===== src/rtl/slm_pkg.sv =====
// Package for the serial lane sample mapper: sizes, mode codes, variant
// codes and the per-mode framing tables.
// Assumes the samples are 9 bits wide and that 8-bit modes take the MSBs.
package slm_pkg;

  localparam int NCH     = 4;   // Channels A to D
  localparam int MAX_SMP = 8;   // Most samples per channel in one frame
  localparam int SMP_W   = 9;   // Converter sample width
  localparam int NLANE   = 8;   // Lanes lane_zero to lane_seven
  localparam int LANE_W  = 40;  // Widest lane frame, five octets
  localparam int FIFO_D  = 8;   // Sample FIFO depth

  localparam logic [3:0] MODE_Q9_3L  = 4'h4;  // 9-bit, 3/2/1 lanes
  localparam logic [3:0] MODE_Q8_2L  = 4'h5;  // 8-bit, 2/1/1 lanes
  localparam logic [3:0] MODE_Q9_6L  = 4'h6;  // 9-bit padded, 6/3/2 lanes
  localparam logic [3:0] MODE_Q8_4L  = 4'h7;  // 8-bit, 4/2/1 lanes
  localparam logic [3:0] MODE_Q12_4L = 4'h8;  // 12-bit container
  localparam logic [3:0] MODE_E8_8L  = 4'h9;  // 8-bit, 8B/10B, 8/4/2
  localparam logic [3:0] MODE_E9_8L  = 4'ha;  // 9-bit + 1, 8B/10B, 8/4/2

  typedef enum logic [1:0] {
    VAR_QUAD   = 2'h0,
    VAR_DUAL   = 2'h1,
    VAR_SINGLE = 2'h2
  } slm_variant_t;

  // Modes handled by this mapper
  function automatic logic slm_mode_ok(input logic [3:0] m);
    return (m >= MODE_Q9_3L) && (m <= MODE_E9_8L);
  endfunction : slm_mode_ok

  // Input beats (one sample per channel each) gathered per frame
  function automatic logic [3:0] slm_beats(input logic [3:0] m);
    case (m)
      MODE_Q9_6L, MODE_Q12_4L, MODE_E8_8L: return 4'h2;
      MODE_E9_8L: return 4'h8;
      default: return 4'h1;
    endcase
  endfunction : slm_beats

  // Octets each lane carries per frame
  function automatic logic [2:0] slm_octets(input logic [3:0] m);
    case (m)
      MODE_Q8_4L, MODE_E8_8L: return 3'h1;
      MODE_Q12_4L: return 3'h3;
      MODE_E9_8L: return 3'h5;
      default: return 3'h2;
    endcase
  endfunction : slm_octets

  // Lanes driven for a mode and variant
  function automatic logic [3:0] slm_lanes(input logic [3:0] m,
                                           input logic [1:0] v);
    logic [3:0] q;
    logic [3:0] d;
    logic [3:0] s;
    q = 4'h4;
    d = 4'h2;
    s = 4'h1;
    case (m)
      MODE_Q9_3L: begin q = 4'h3; d = 4'h2; s = 4'h1; end
      MODE_Q8_2L: begin q = 4'h2; d = 4'h1; s = 4'h1; end
      MODE_Q9_6L: begin q = 4'h6; d = 4'h3; s = 4'h2; end
      MODE_E8_8L, MODE_E9_8L: begin q = 4'h8; d = 4'h4; s = 4'h2; end
      default: begin q = 4'h4; d = 4'h2; s = 4'h1; end
    endcase
    case (v)
      VAR_QUAD: return q;
      VAR_DUAL: return d;
      default:  return s;
    endcase
  endfunction : slm_lanes

endpackage : slm_pkg


===== src/rtl/slm_stream_if.sv =====
// Valid/ready carrier between the sample FIFO and the mapper core.
// Assumes both ends share clk_i.
`timescale 1ns/1ns
interface slm_stream_if #(
  parameter int W = 36
);
  logic         valid;
  logic         ready;
  logic [W-1:0] data;

  modport src (output valid, output data, input ready);
  modport snk (input valid, input data, output ready);
endinterface : slm_stream_if

===== src/rtl/slm_fifo.sv =====
// Synchronous FIFO with valid/ready on both sides.
// Assumes one clock; ce_i low freezes all state.
`timescale 1ns/1ns
module slm_fifo #(
  parameter int W     = 36,
  parameter int DEPTH = 8
) (
  input  wire logic   clk_i,
  input  wire logic   nrst_i,
  input  wire logic   ce_i,
  slm_stream_if.snk   wr,
  slm_stream_if.src   rd
);
  localparam int AW = $clog2(DEPTH);

  logic [W-1:0] mem [DEPTH];
  logic [AW:0]  cnt_r;
  logic [AW-1:0] wp_r;
  logic [AW-1:0] rp_r;
  logic          push;
  logic          pop;

  // Honest full and empty from the occupancy count
  assign wr.ready = (cnt_r != (AW+1)'(DEPTH)) && ce_i;
  assign rd.valid = (cnt_r != '0) && ce_i;
  assign rd.data  = mem[rp_r];
  assign push     = wr.valid && wr.ready;
  assign pop      = rd.valid && rd.ready;

  // Storage, no reset needed on the data itself
  always_ff @(posedge clk_i) begin
    if (push) begin
      mem[wp_r] <= wr.data;
    end
  end

  // Pointers and count
  always_ff @(posedge clk_i) begin
    if (!nrst_i) begin
      wp_r  <= '0;
      rp_r  <= '0;
      cnt_r <= '0;
    end else if (ce_i) begin
      if (push) begin
        wp_r <= (wp_r == AW'(DEPTH - 1)) ? '0 : wp_r + AW'(1);
      end
      if (pop) begin
        rp_r <= (rp_r == AW'(DEPTH - 1)) ? '0 : rp_r + AW'(1);
      end
      cnt_r <= cnt_r + (AW+1)'(push) - (AW+1)'(pop);
    end
  end
endmodule : slm_fifo


===== src/rtl/slm_mapper.sv =====
// Transmit lane mapper: gathers converter samples of channels A to D and
// packs them into the octets of the serial lanes for mapping modes 4..10.
// Assumes line coding, scrambling and framing happen downstream, and that
// the sample source and the lane consumer share clk_i.
// Operation
// - Mode 4: 9-bit samples on 3/2/1 lanes; lane zero ends with B0[8:5] or 0.
// - Mode 5: 8-bit samples, lane zero A then B or 0x00, lane one C, D.
// - Mode 6: 9-bit plus 000, channel pairs A/B and C/D share lane triples, 6/3/2.
// - Mode 7: one octet per lane, lanes zero to three carry A to D.
// - Mode 8: two 12-bit containers per lane, one channel per lane.
// - Mode 9: one octet per lane, two lanes per channel, samples 0 and 1.
// - Mode 10: 9-bit plus 0, four samples in five octets, even/odd lanes.
// - Lanes beyond the variant's count stay inactive.
`timescale 1ns/1ns
module slm_mapper
  import slm_pkg::*;
#(
  parameter int FIFO_DEPTH = FIFO_D
) (
  input  wire logic                           clk_i,
  input  wire logic                           nrst_i,
  input  wire logic                           ce_i,
  input  wire logic [3:0]                     link_mapping_mode_i,
  input  wire logic [1:0]                     variant_i,
  input  wire logic                           smp_valid_i,
  output logic                                smp_ready_o,
  input  wire logic [NCH*SMP_W-1:0]           smp_data_i,
  output logic                                frame_valid_o,
  input  wire logic                           frame_ready_i,
  output logic [NLANE-1:0][LANE_W-1:0]        lane_data_o,
  output logic [NLANE-1:0]                    lane_en_o,
  output logic [2:0]                          frame_octets_o,
  output logic                                mode_err_o
);

  typedef enum logic [2:0] {
    ST_COLLECT = 3'b001,
    ST_MAP     = 3'b010,
    ST_SEND    = 3'b100
  } slm_state_t;

  slm_stream_if #(.W(NCH*SMP_W)) in_if ();
  slm_stream_if #(.W(NCH*SMP_W)) out_if ();

  slm_state_t                  state_r;
  logic [3:0]                  mode_r;
  logic [1:0]                  var_r;
  logic [3:0]                  beat_r;
  logic [3:0]                  mode_cur;
  logic [1:0]                  var_cur;
  logic                        take;
  logic [SMP_W-1:0]            smp_r [NCH][MAX_SMP];
  logic [SMP_W-1:0]            ch    [NCH][MAX_SMP];
  logic [NLANE-1:0][LANE_W-1:0] lanes_nxt;
  logic [3:0]                  nl;

  // Source side of the FIFO is the block's own input port
  assign in_if.valid = smp_valid_i;
  assign in_if.data  = smp_data_i;
  assign smp_ready_o = in_if.ready;

  slm_fifo #(
    .W     (NCH*SMP_W),
    .DEPTH (FIFO_DEPTH)
  ) u_fifo (
    .clk_i  (clk_i),
    .nrst_i (nrst_i),
    .ce_i   (ce_i),
    .wr     (in_if),
    .rd     (out_if)
  );

  // The frame's mode is taken at its first beat and kept to its end, so a
  // change of the mode pins mid-frame cannot tear a frame apart.
  assign mode_cur = (beat_r == 4'h0) ? link_mapping_mode_i : mode_r;
  assign var_cur  = (beat_r == 4'h0) ? variant_i : var_r;
  assign mode_err_o = !slm_mode_ok(mode_cur);

  // Drain only while collecting; unknown modes are drained and dropped so
  // the source never locks up behind them.
  assign out_if.ready = (state_r == ST_COLLECT) && ce_i;
  assign take         = out_if.valid && out_if.ready;

  // Frame sequencer
  always_ff @(posedge clk_i) begin
    if (!nrst_i) begin
      state_r <= ST_COLLECT;
      beat_r  <= 4'h0;
      mode_r  <= MODE_Q9_3L;
      var_r   <= VAR_QUAD;
    end else if (ce_i) begin
      case (state_r)
        ST_COLLECT: begin
          if (take && slm_mode_ok(mode_cur)) begin
            mode_r <= mode_cur;
            var_r  <= var_cur;
            if (beat_r == slm_beats(mode_cur) - 4'h1) begin
              beat_r  <= 4'h0;
              state_r <= ST_MAP;
            end else begin
              beat_r <= beat_r + 4'h1;
            end
          end
        end
        ST_MAP: state_r <= ST_SEND;
        ST_SEND: begin
          if (frame_ready_i) begin
            state_r <= ST_COLLECT;
          end
        end
        default: state_r <= ST_COLLECT;
      endcase
    end
  end

  // Sample store, one column per input beat
  always_ff @(posedge clk_i) begin
    if (ce_i && take && (state_r == ST_COLLECT)) begin
      for (int c = 0; c < NCH; c++) begin
        smp_r[c][beat_r[2:0]] <= out_if.data[c*SMP_W +: SMP_W];
      end
    end
  end

  // Channels the variant does not carry read as zero, which gives the
  // zero fill of their octets on the lanes that remain active.
  always_comb begin
    for (int c = 0; c < NCH; c++) begin
      for (int k = 0; k < MAX_SMP; k++) begin
        // Code 3 is no listed variant, so it is read as single
        if ((var_r == VAR_DUAL && c > 1) ||
            (var_r != VAR_QUAD && var_r != VAR_DUAL && c > 0)) begin
          ch[c][k] = '0;
        end else begin
          ch[c][k] = smp_r[c][k];
        end
      end
    end
  end

  // Lane packing; octet 0 sits in the top byte of each lane word
  always_comb begin
    lanes_nxt = '0;
    case (mode_r)
      MODE_Q9_3L: begin
        lanes_nxt[0] = {ch[0][0], 3'h0, ch[1][0][8:5], 24'h0};
        lanes_nxt[1] = {ch[1][0][4:0], 3'h0, ch[2][0][8:1],
                        24'h0};
        lanes_nxt[2] = {ch[2][0][0], 3'h0, ch[3][0], 3'h0,
                        24'h0};
      end
      MODE_Q8_2L: begin
        lanes_nxt[0] = {ch[0][0][8:1], ch[1][0][8:1], 24'h0};
        lanes_nxt[1] = {ch[2][0][8:1], ch[3][0][8:1], 24'h0};
      end
      MODE_Q9_6L: begin
        // A/B share lanes 0..2, C/D share lanes 3..5
        for (int g = 0; g < 2; g++) begin
          lanes_nxt[3*g]   = {ch[2*g][0], 3'h0, ch[2*g][1][8:5],
                              24'h0};
          lanes_nxt[3*g+1] = {ch[2*g][1][4:0], 3'h0,
                              ch[2*g+1][0][8:1], 24'h0};
          lanes_nxt[3*g+2] = {ch[2*g+1][0][0], 3'h0,
                              ch[2*g+1][1], 3'h0, 24'h0};
        end
      end
      MODE_Q8_4L: begin
        for (int c = 0; c < NCH; c++) begin
          lanes_nxt[c] = {ch[c][0][8:1], 32'h0};
        end
      end
      MODE_Q12_4L: begin
        for (int c = 0; c < NCH; c++) begin
          lanes_nxt[c] = {ch[c][0], 3'h0, ch[c][1], 3'h0, 16'h0};
        end
      end
      MODE_E8_8L: begin
        for (int c = 0; c < NCH; c++) begin
          for (int k = 0; k < 2; k++) begin
            lanes_nxt[2*c+k] = {ch[c][k][8:1], 32'h0};
          end
        end
      end
      MODE_E9_8L: begin
        for (int c = 0; c < NCH; c++) begin
          for (int k = 0; k < 2; k++) begin
            lanes_nxt[2*c+k] = {ch[c][k], 1'b0, ch[c][k+2], 1'b0,
                                ch[c][k+4], 1'b0, ch[c][k+6],
                                1'b0};
          end
        end
      end
      default: lanes_nxt = '0;
    endcase
  end

  assign nl = slm_lanes(mode_r, var_r);

  // Output frame registers; held stable while the consumer stalls
  always_ff @(posedge clk_i) begin
    if (!nrst_i) begin
      frame_valid_o  <= 1'b0;
      lane_data_o    <= '0;
      lane_en_o      <= '0;
      frame_octets_o <= 3'h0;
    end else if (ce_i) begin
      if (state_r == ST_MAP) begin
        frame_valid_o  <= 1'b1;
        frame_octets_o <= slm_octets(mode_r);
        for (int l = 0; l < NLANE; l++) begin
          // Inactive lanes are forced to zero as well as disabled
          lane_en_o[l]   <= (4'(l) < nl);
          lane_data_o[l] <= (4'(l) < nl) ? lanes_nxt[l] : '0;
        end
      end else if (state_r == ST_SEND && frame_ready_i) begin
        frame_valid_o <= 1'b0;
      end
    end
  end

endmodule : slm_mapper


===== config.mk =====
export PLATFORM = sky130hd
export DESIGN_NAME = slm_mapper
export DESIGN_NICKNAME = d
export VERILOG_FILES = /design/src/rtl/slm_pkg.sv /design/src/rtl/slm_stream_if.sv /design/src/rtl/slm_fifo.sv /design/src/rtl/slm_mapper.sv
export SDC_FILE = /design/constraint.sdc
export NUM_CORES = 1
export LEC_CHECK = 0
export ABC_AREA = 0
export BUFFER_PORTS_ARGS = -buffer_cell sky130_fd_sc_hd__buf_2
export CAP_MARGIN = 15
export CORE_UTILIZATION = 30
export DETAILED_ROUTE_END_ITERATION = 8
export GPL_TIMING_DRIVEN = 0
export SLEW_MARGIN = 30
export SYNTH_ARGS = -nofsm -noshare
export SYNTH_HDL_FRONTEND = slang
export SYNTH_HIERARCHICAL = 1
export SYNTH_SLANG_ARGS = --single-unit

===== constraint.sdc =====
create_clock -name clk_i -period 6.9 [get_ports clk_i]
set_input_delay 2.07 -clock clk_i [delete_from_list [all_inputs] [get_ports clk_i]]
set_output_delay 2.07 -clock clk_i [all_outputs]
set_load 0.02 [all_outputs]

==> flow_summary.toml <==
[sta]
relSlewSlack_pct = 26.0
finalWorstSetupSlack_ps = 1470
rsz0062_at_grt = "no"
worst_pin_slew_ps = 1100
setup_viol = 0
maxSlewViolCount = 0
layout_worst_path_cycle_share_pct = 78.8
finalClockSkew_ps = 69.7
max_freq_ghz = 0.184
finalHoldViolCount = 0
fin_tns_setup_ps = 0
finalCriticalPeriod_ps = 5430

[synth]
netlist_instances = 2337
synth_compound_area_share_pct = 10.8
yosysTopAreaCell = "edfxtp_1"
synth.avg_cell_area_um2 = 14.5
netlist_area_um2 = 33900
synth_top_family_by_area = "compound AO/OA/AOI/OAI gates"
yosysTopAreaCellShare_pct = 51.0
synthMuxAreaShare_pct = 7.24
post_synth_num_cell_types = 83
synth_fa_ha_area_share_pct = 0.502
async_reset_ff_share_pct = 0
seq_area_frac_synth_pct = 70.8
ys_top_cells_by_area = "edfxtp_1, dfxtp_1, mux4_1"
yosysWarnings = 6
synth-seq-cells = 911
synth_edf_count = 576
synth-simple-area-share_pct = 7.61
synthFlopType = "edfxtp_1"
yosys.area_share.xor_xnor_pct = 0.0738

[clock_tree]
htree_num_levels = 3
hold_buffers = 0
cts_buffers = 94
cts_tree = "built"
ctsResizeCount = 0
clk_latency_ps = 700
clk_transition_reported_paths_ps = 60
postCtsSetupBuffers = 0
cts.sinks = 911
cts_root_buffer = "clkbuf_16"
cts_max_path_buffers = 3

[cells_and_area]
syn2layout_area_growth_pct = 23.1
final_cell_mix = "edfxtp_1, buf_2, dfxtp_1"
drive_gt1_share_pct = 24.8
final_nets = 2947
stdcell_count = 4457
final_common_cell = "edfxtp_1"

[setup_path]
start_kind = "input pin"
required_ps = 4830
crit_type = "input pin to output pin"
r2r.worst_path.cells = 12
arrival_ps = 3360
r2r_end = "smp_r[0][66]"
r2r_setup_slack_ps = 3250
rr_startpoint = "u_fifo/cnt_r[2]"
end_kind = "output pin"
critPathMaxFanout = 6
crit_start = "link_mapping_mode_i[3]"

[pwr]
p_per_area_nw_per_um2 = 281
p_leak_nw = 15.0
peakVddDrop_mv = 0.218
total_power_mw = 11.7

[placed_design]
dpl.hpwl_um = 85600
dp.cells = 4279
dp_slack_ps = 1160
gp_congestion = 0.965
portBuffers = 357

[floorplan]
die_y_um = 338
die_w_um = 338
pin_count = 381
die_area_um2 = 114000
fp.coreArea_um2 = 111000
start_util_pct = 30.5
rows = 122

[flow_run]
maxCapViolations = 0

[global_route]
grt_pass1_wl_um = 164000
overflow = 0
grt_antenna_before_repair = 25
grt_max_degree = 19
track_usage_pct = 19.9
grt_pass1_vias = 21787

[worst_hold_path]
hp-class = "register to register"
hp-start = "smp_r[1][11]"
holdPathStages = 1
hold_end = "lane_data_o[83]"

[run_status]
status = "finished clean"

[routing]
wl_um = 118000
wire_per_inst_um = 26.4
vias = 22912
drc_errors = 0
via_per_inst = 5.14
drt-pass1-iter-count = 6
first_iter_violations = 2203
antenna_left = 0
[cells in the mapped netlist (32+ instances only)]
master	number
edfxtp_1	576
dfxtp_1	335
nor2_1	222
a22oi_1	167
nand2_1	149
a21oi_1	115
clkbuf_1	114
mux4_1	72
nand3_1	64
o21ai_0	54
a22o_1	51
mux2_2	42
a32oi_1	38
buf_2	32
[registers in the layout, summed over array words and instances (netlist names), 3 cells and up, named ones only]
| signal | cells |
|---|---|
| beat_r | 4 |
| lane_en_o | 8 |
| mode_r | 4 |
| u_fifo/rp_r | 3 |
| state_r | 3 |
| frame_octets_o | 3 |
| u_fifo/wp_r | 3 |
| lane_data_o | 297 |
| smp_r | 288 |
| u_fifo/mem | 288 |
| u_fifo/cnt_r | 4 |
[cells by family after synthesis]
kind of cell | count (synthesis)
buffers and inverters | 212
other | 1
and+or+nand+nor | 561
AOI/OAI and AO/OA | 514
muxes | 123
xor gates and xnor gates | 2
DFF | 911
adders and majority gates | 13
[worst max-delay path, cell delays in order]
cell	delay [ps]
buf_2	100
nor2b_1	180
a211oi_1	620
or2_2	230
buf_2	160
[report_power, final]
part | leakage, nW | total [mW] | switching (mW) | internal, mW
Combinational | 5.56 | 0.586 | 0.406 | 0.180
Clock | 1.58 | 5.24 | 2.20 | 3.04
Sequential | 7.89 | 5.91 | 0.0421 | 5.87
Total | 15.0 | 11.7 | 2.65 | 9.09
[metrics by stage]
step           hold slack (ps)  utilization (%)  instance area (um2)
3_3_place_gp               437             33.8                37600
6_report                   405             37.5                41700
4_1_cts                    403             37.5                41700
2_1_floorplan              436                -                34000
3_5_place_dp               442             34.6                38500
5_1_grt                    415             37.5                41700
[routing by layer]
layer / wire length (um) / track usage (%) / vias to the layer above
met5: 159 / 0 / -
met4: 4230 / 7.40 / 26
met3: 9330 / 4.52 / 224
met2: 53000 / 30.7 / 1028
met1: 51000 / 27.3 / 11531
li1: - / - / 10103
[final cells by class]
cell class,instances,area (um2)
Antenna cell,1,2.50
Buffer,195,956
Clock buffer,137,2720
Clock inverter,40,494
Fill cell,10629,69500
Inverter,17,63.8
Multi-Input combinational cell,1236,9070
Sequential cell,911,24000
Tap cell,1488,1860
Timing Repair Buffer,432,2560
[worst max path at each step]
stage / endpoint / slack [ps] / cells after the start
finish: mode_err_o / 1470 / 5
global route: mode_err_o / 1390 / 5
CTS: mode_err_o / 1530 / 5
detailed placement: smp_r[0][68] / 1160 / 11
global placement: u_fifo/mem[0][1] / -3820 / 5
floorplan: smp_r[0][63] / 140 / 5
No activity file was read; power rests on OpenSTA's default activity.
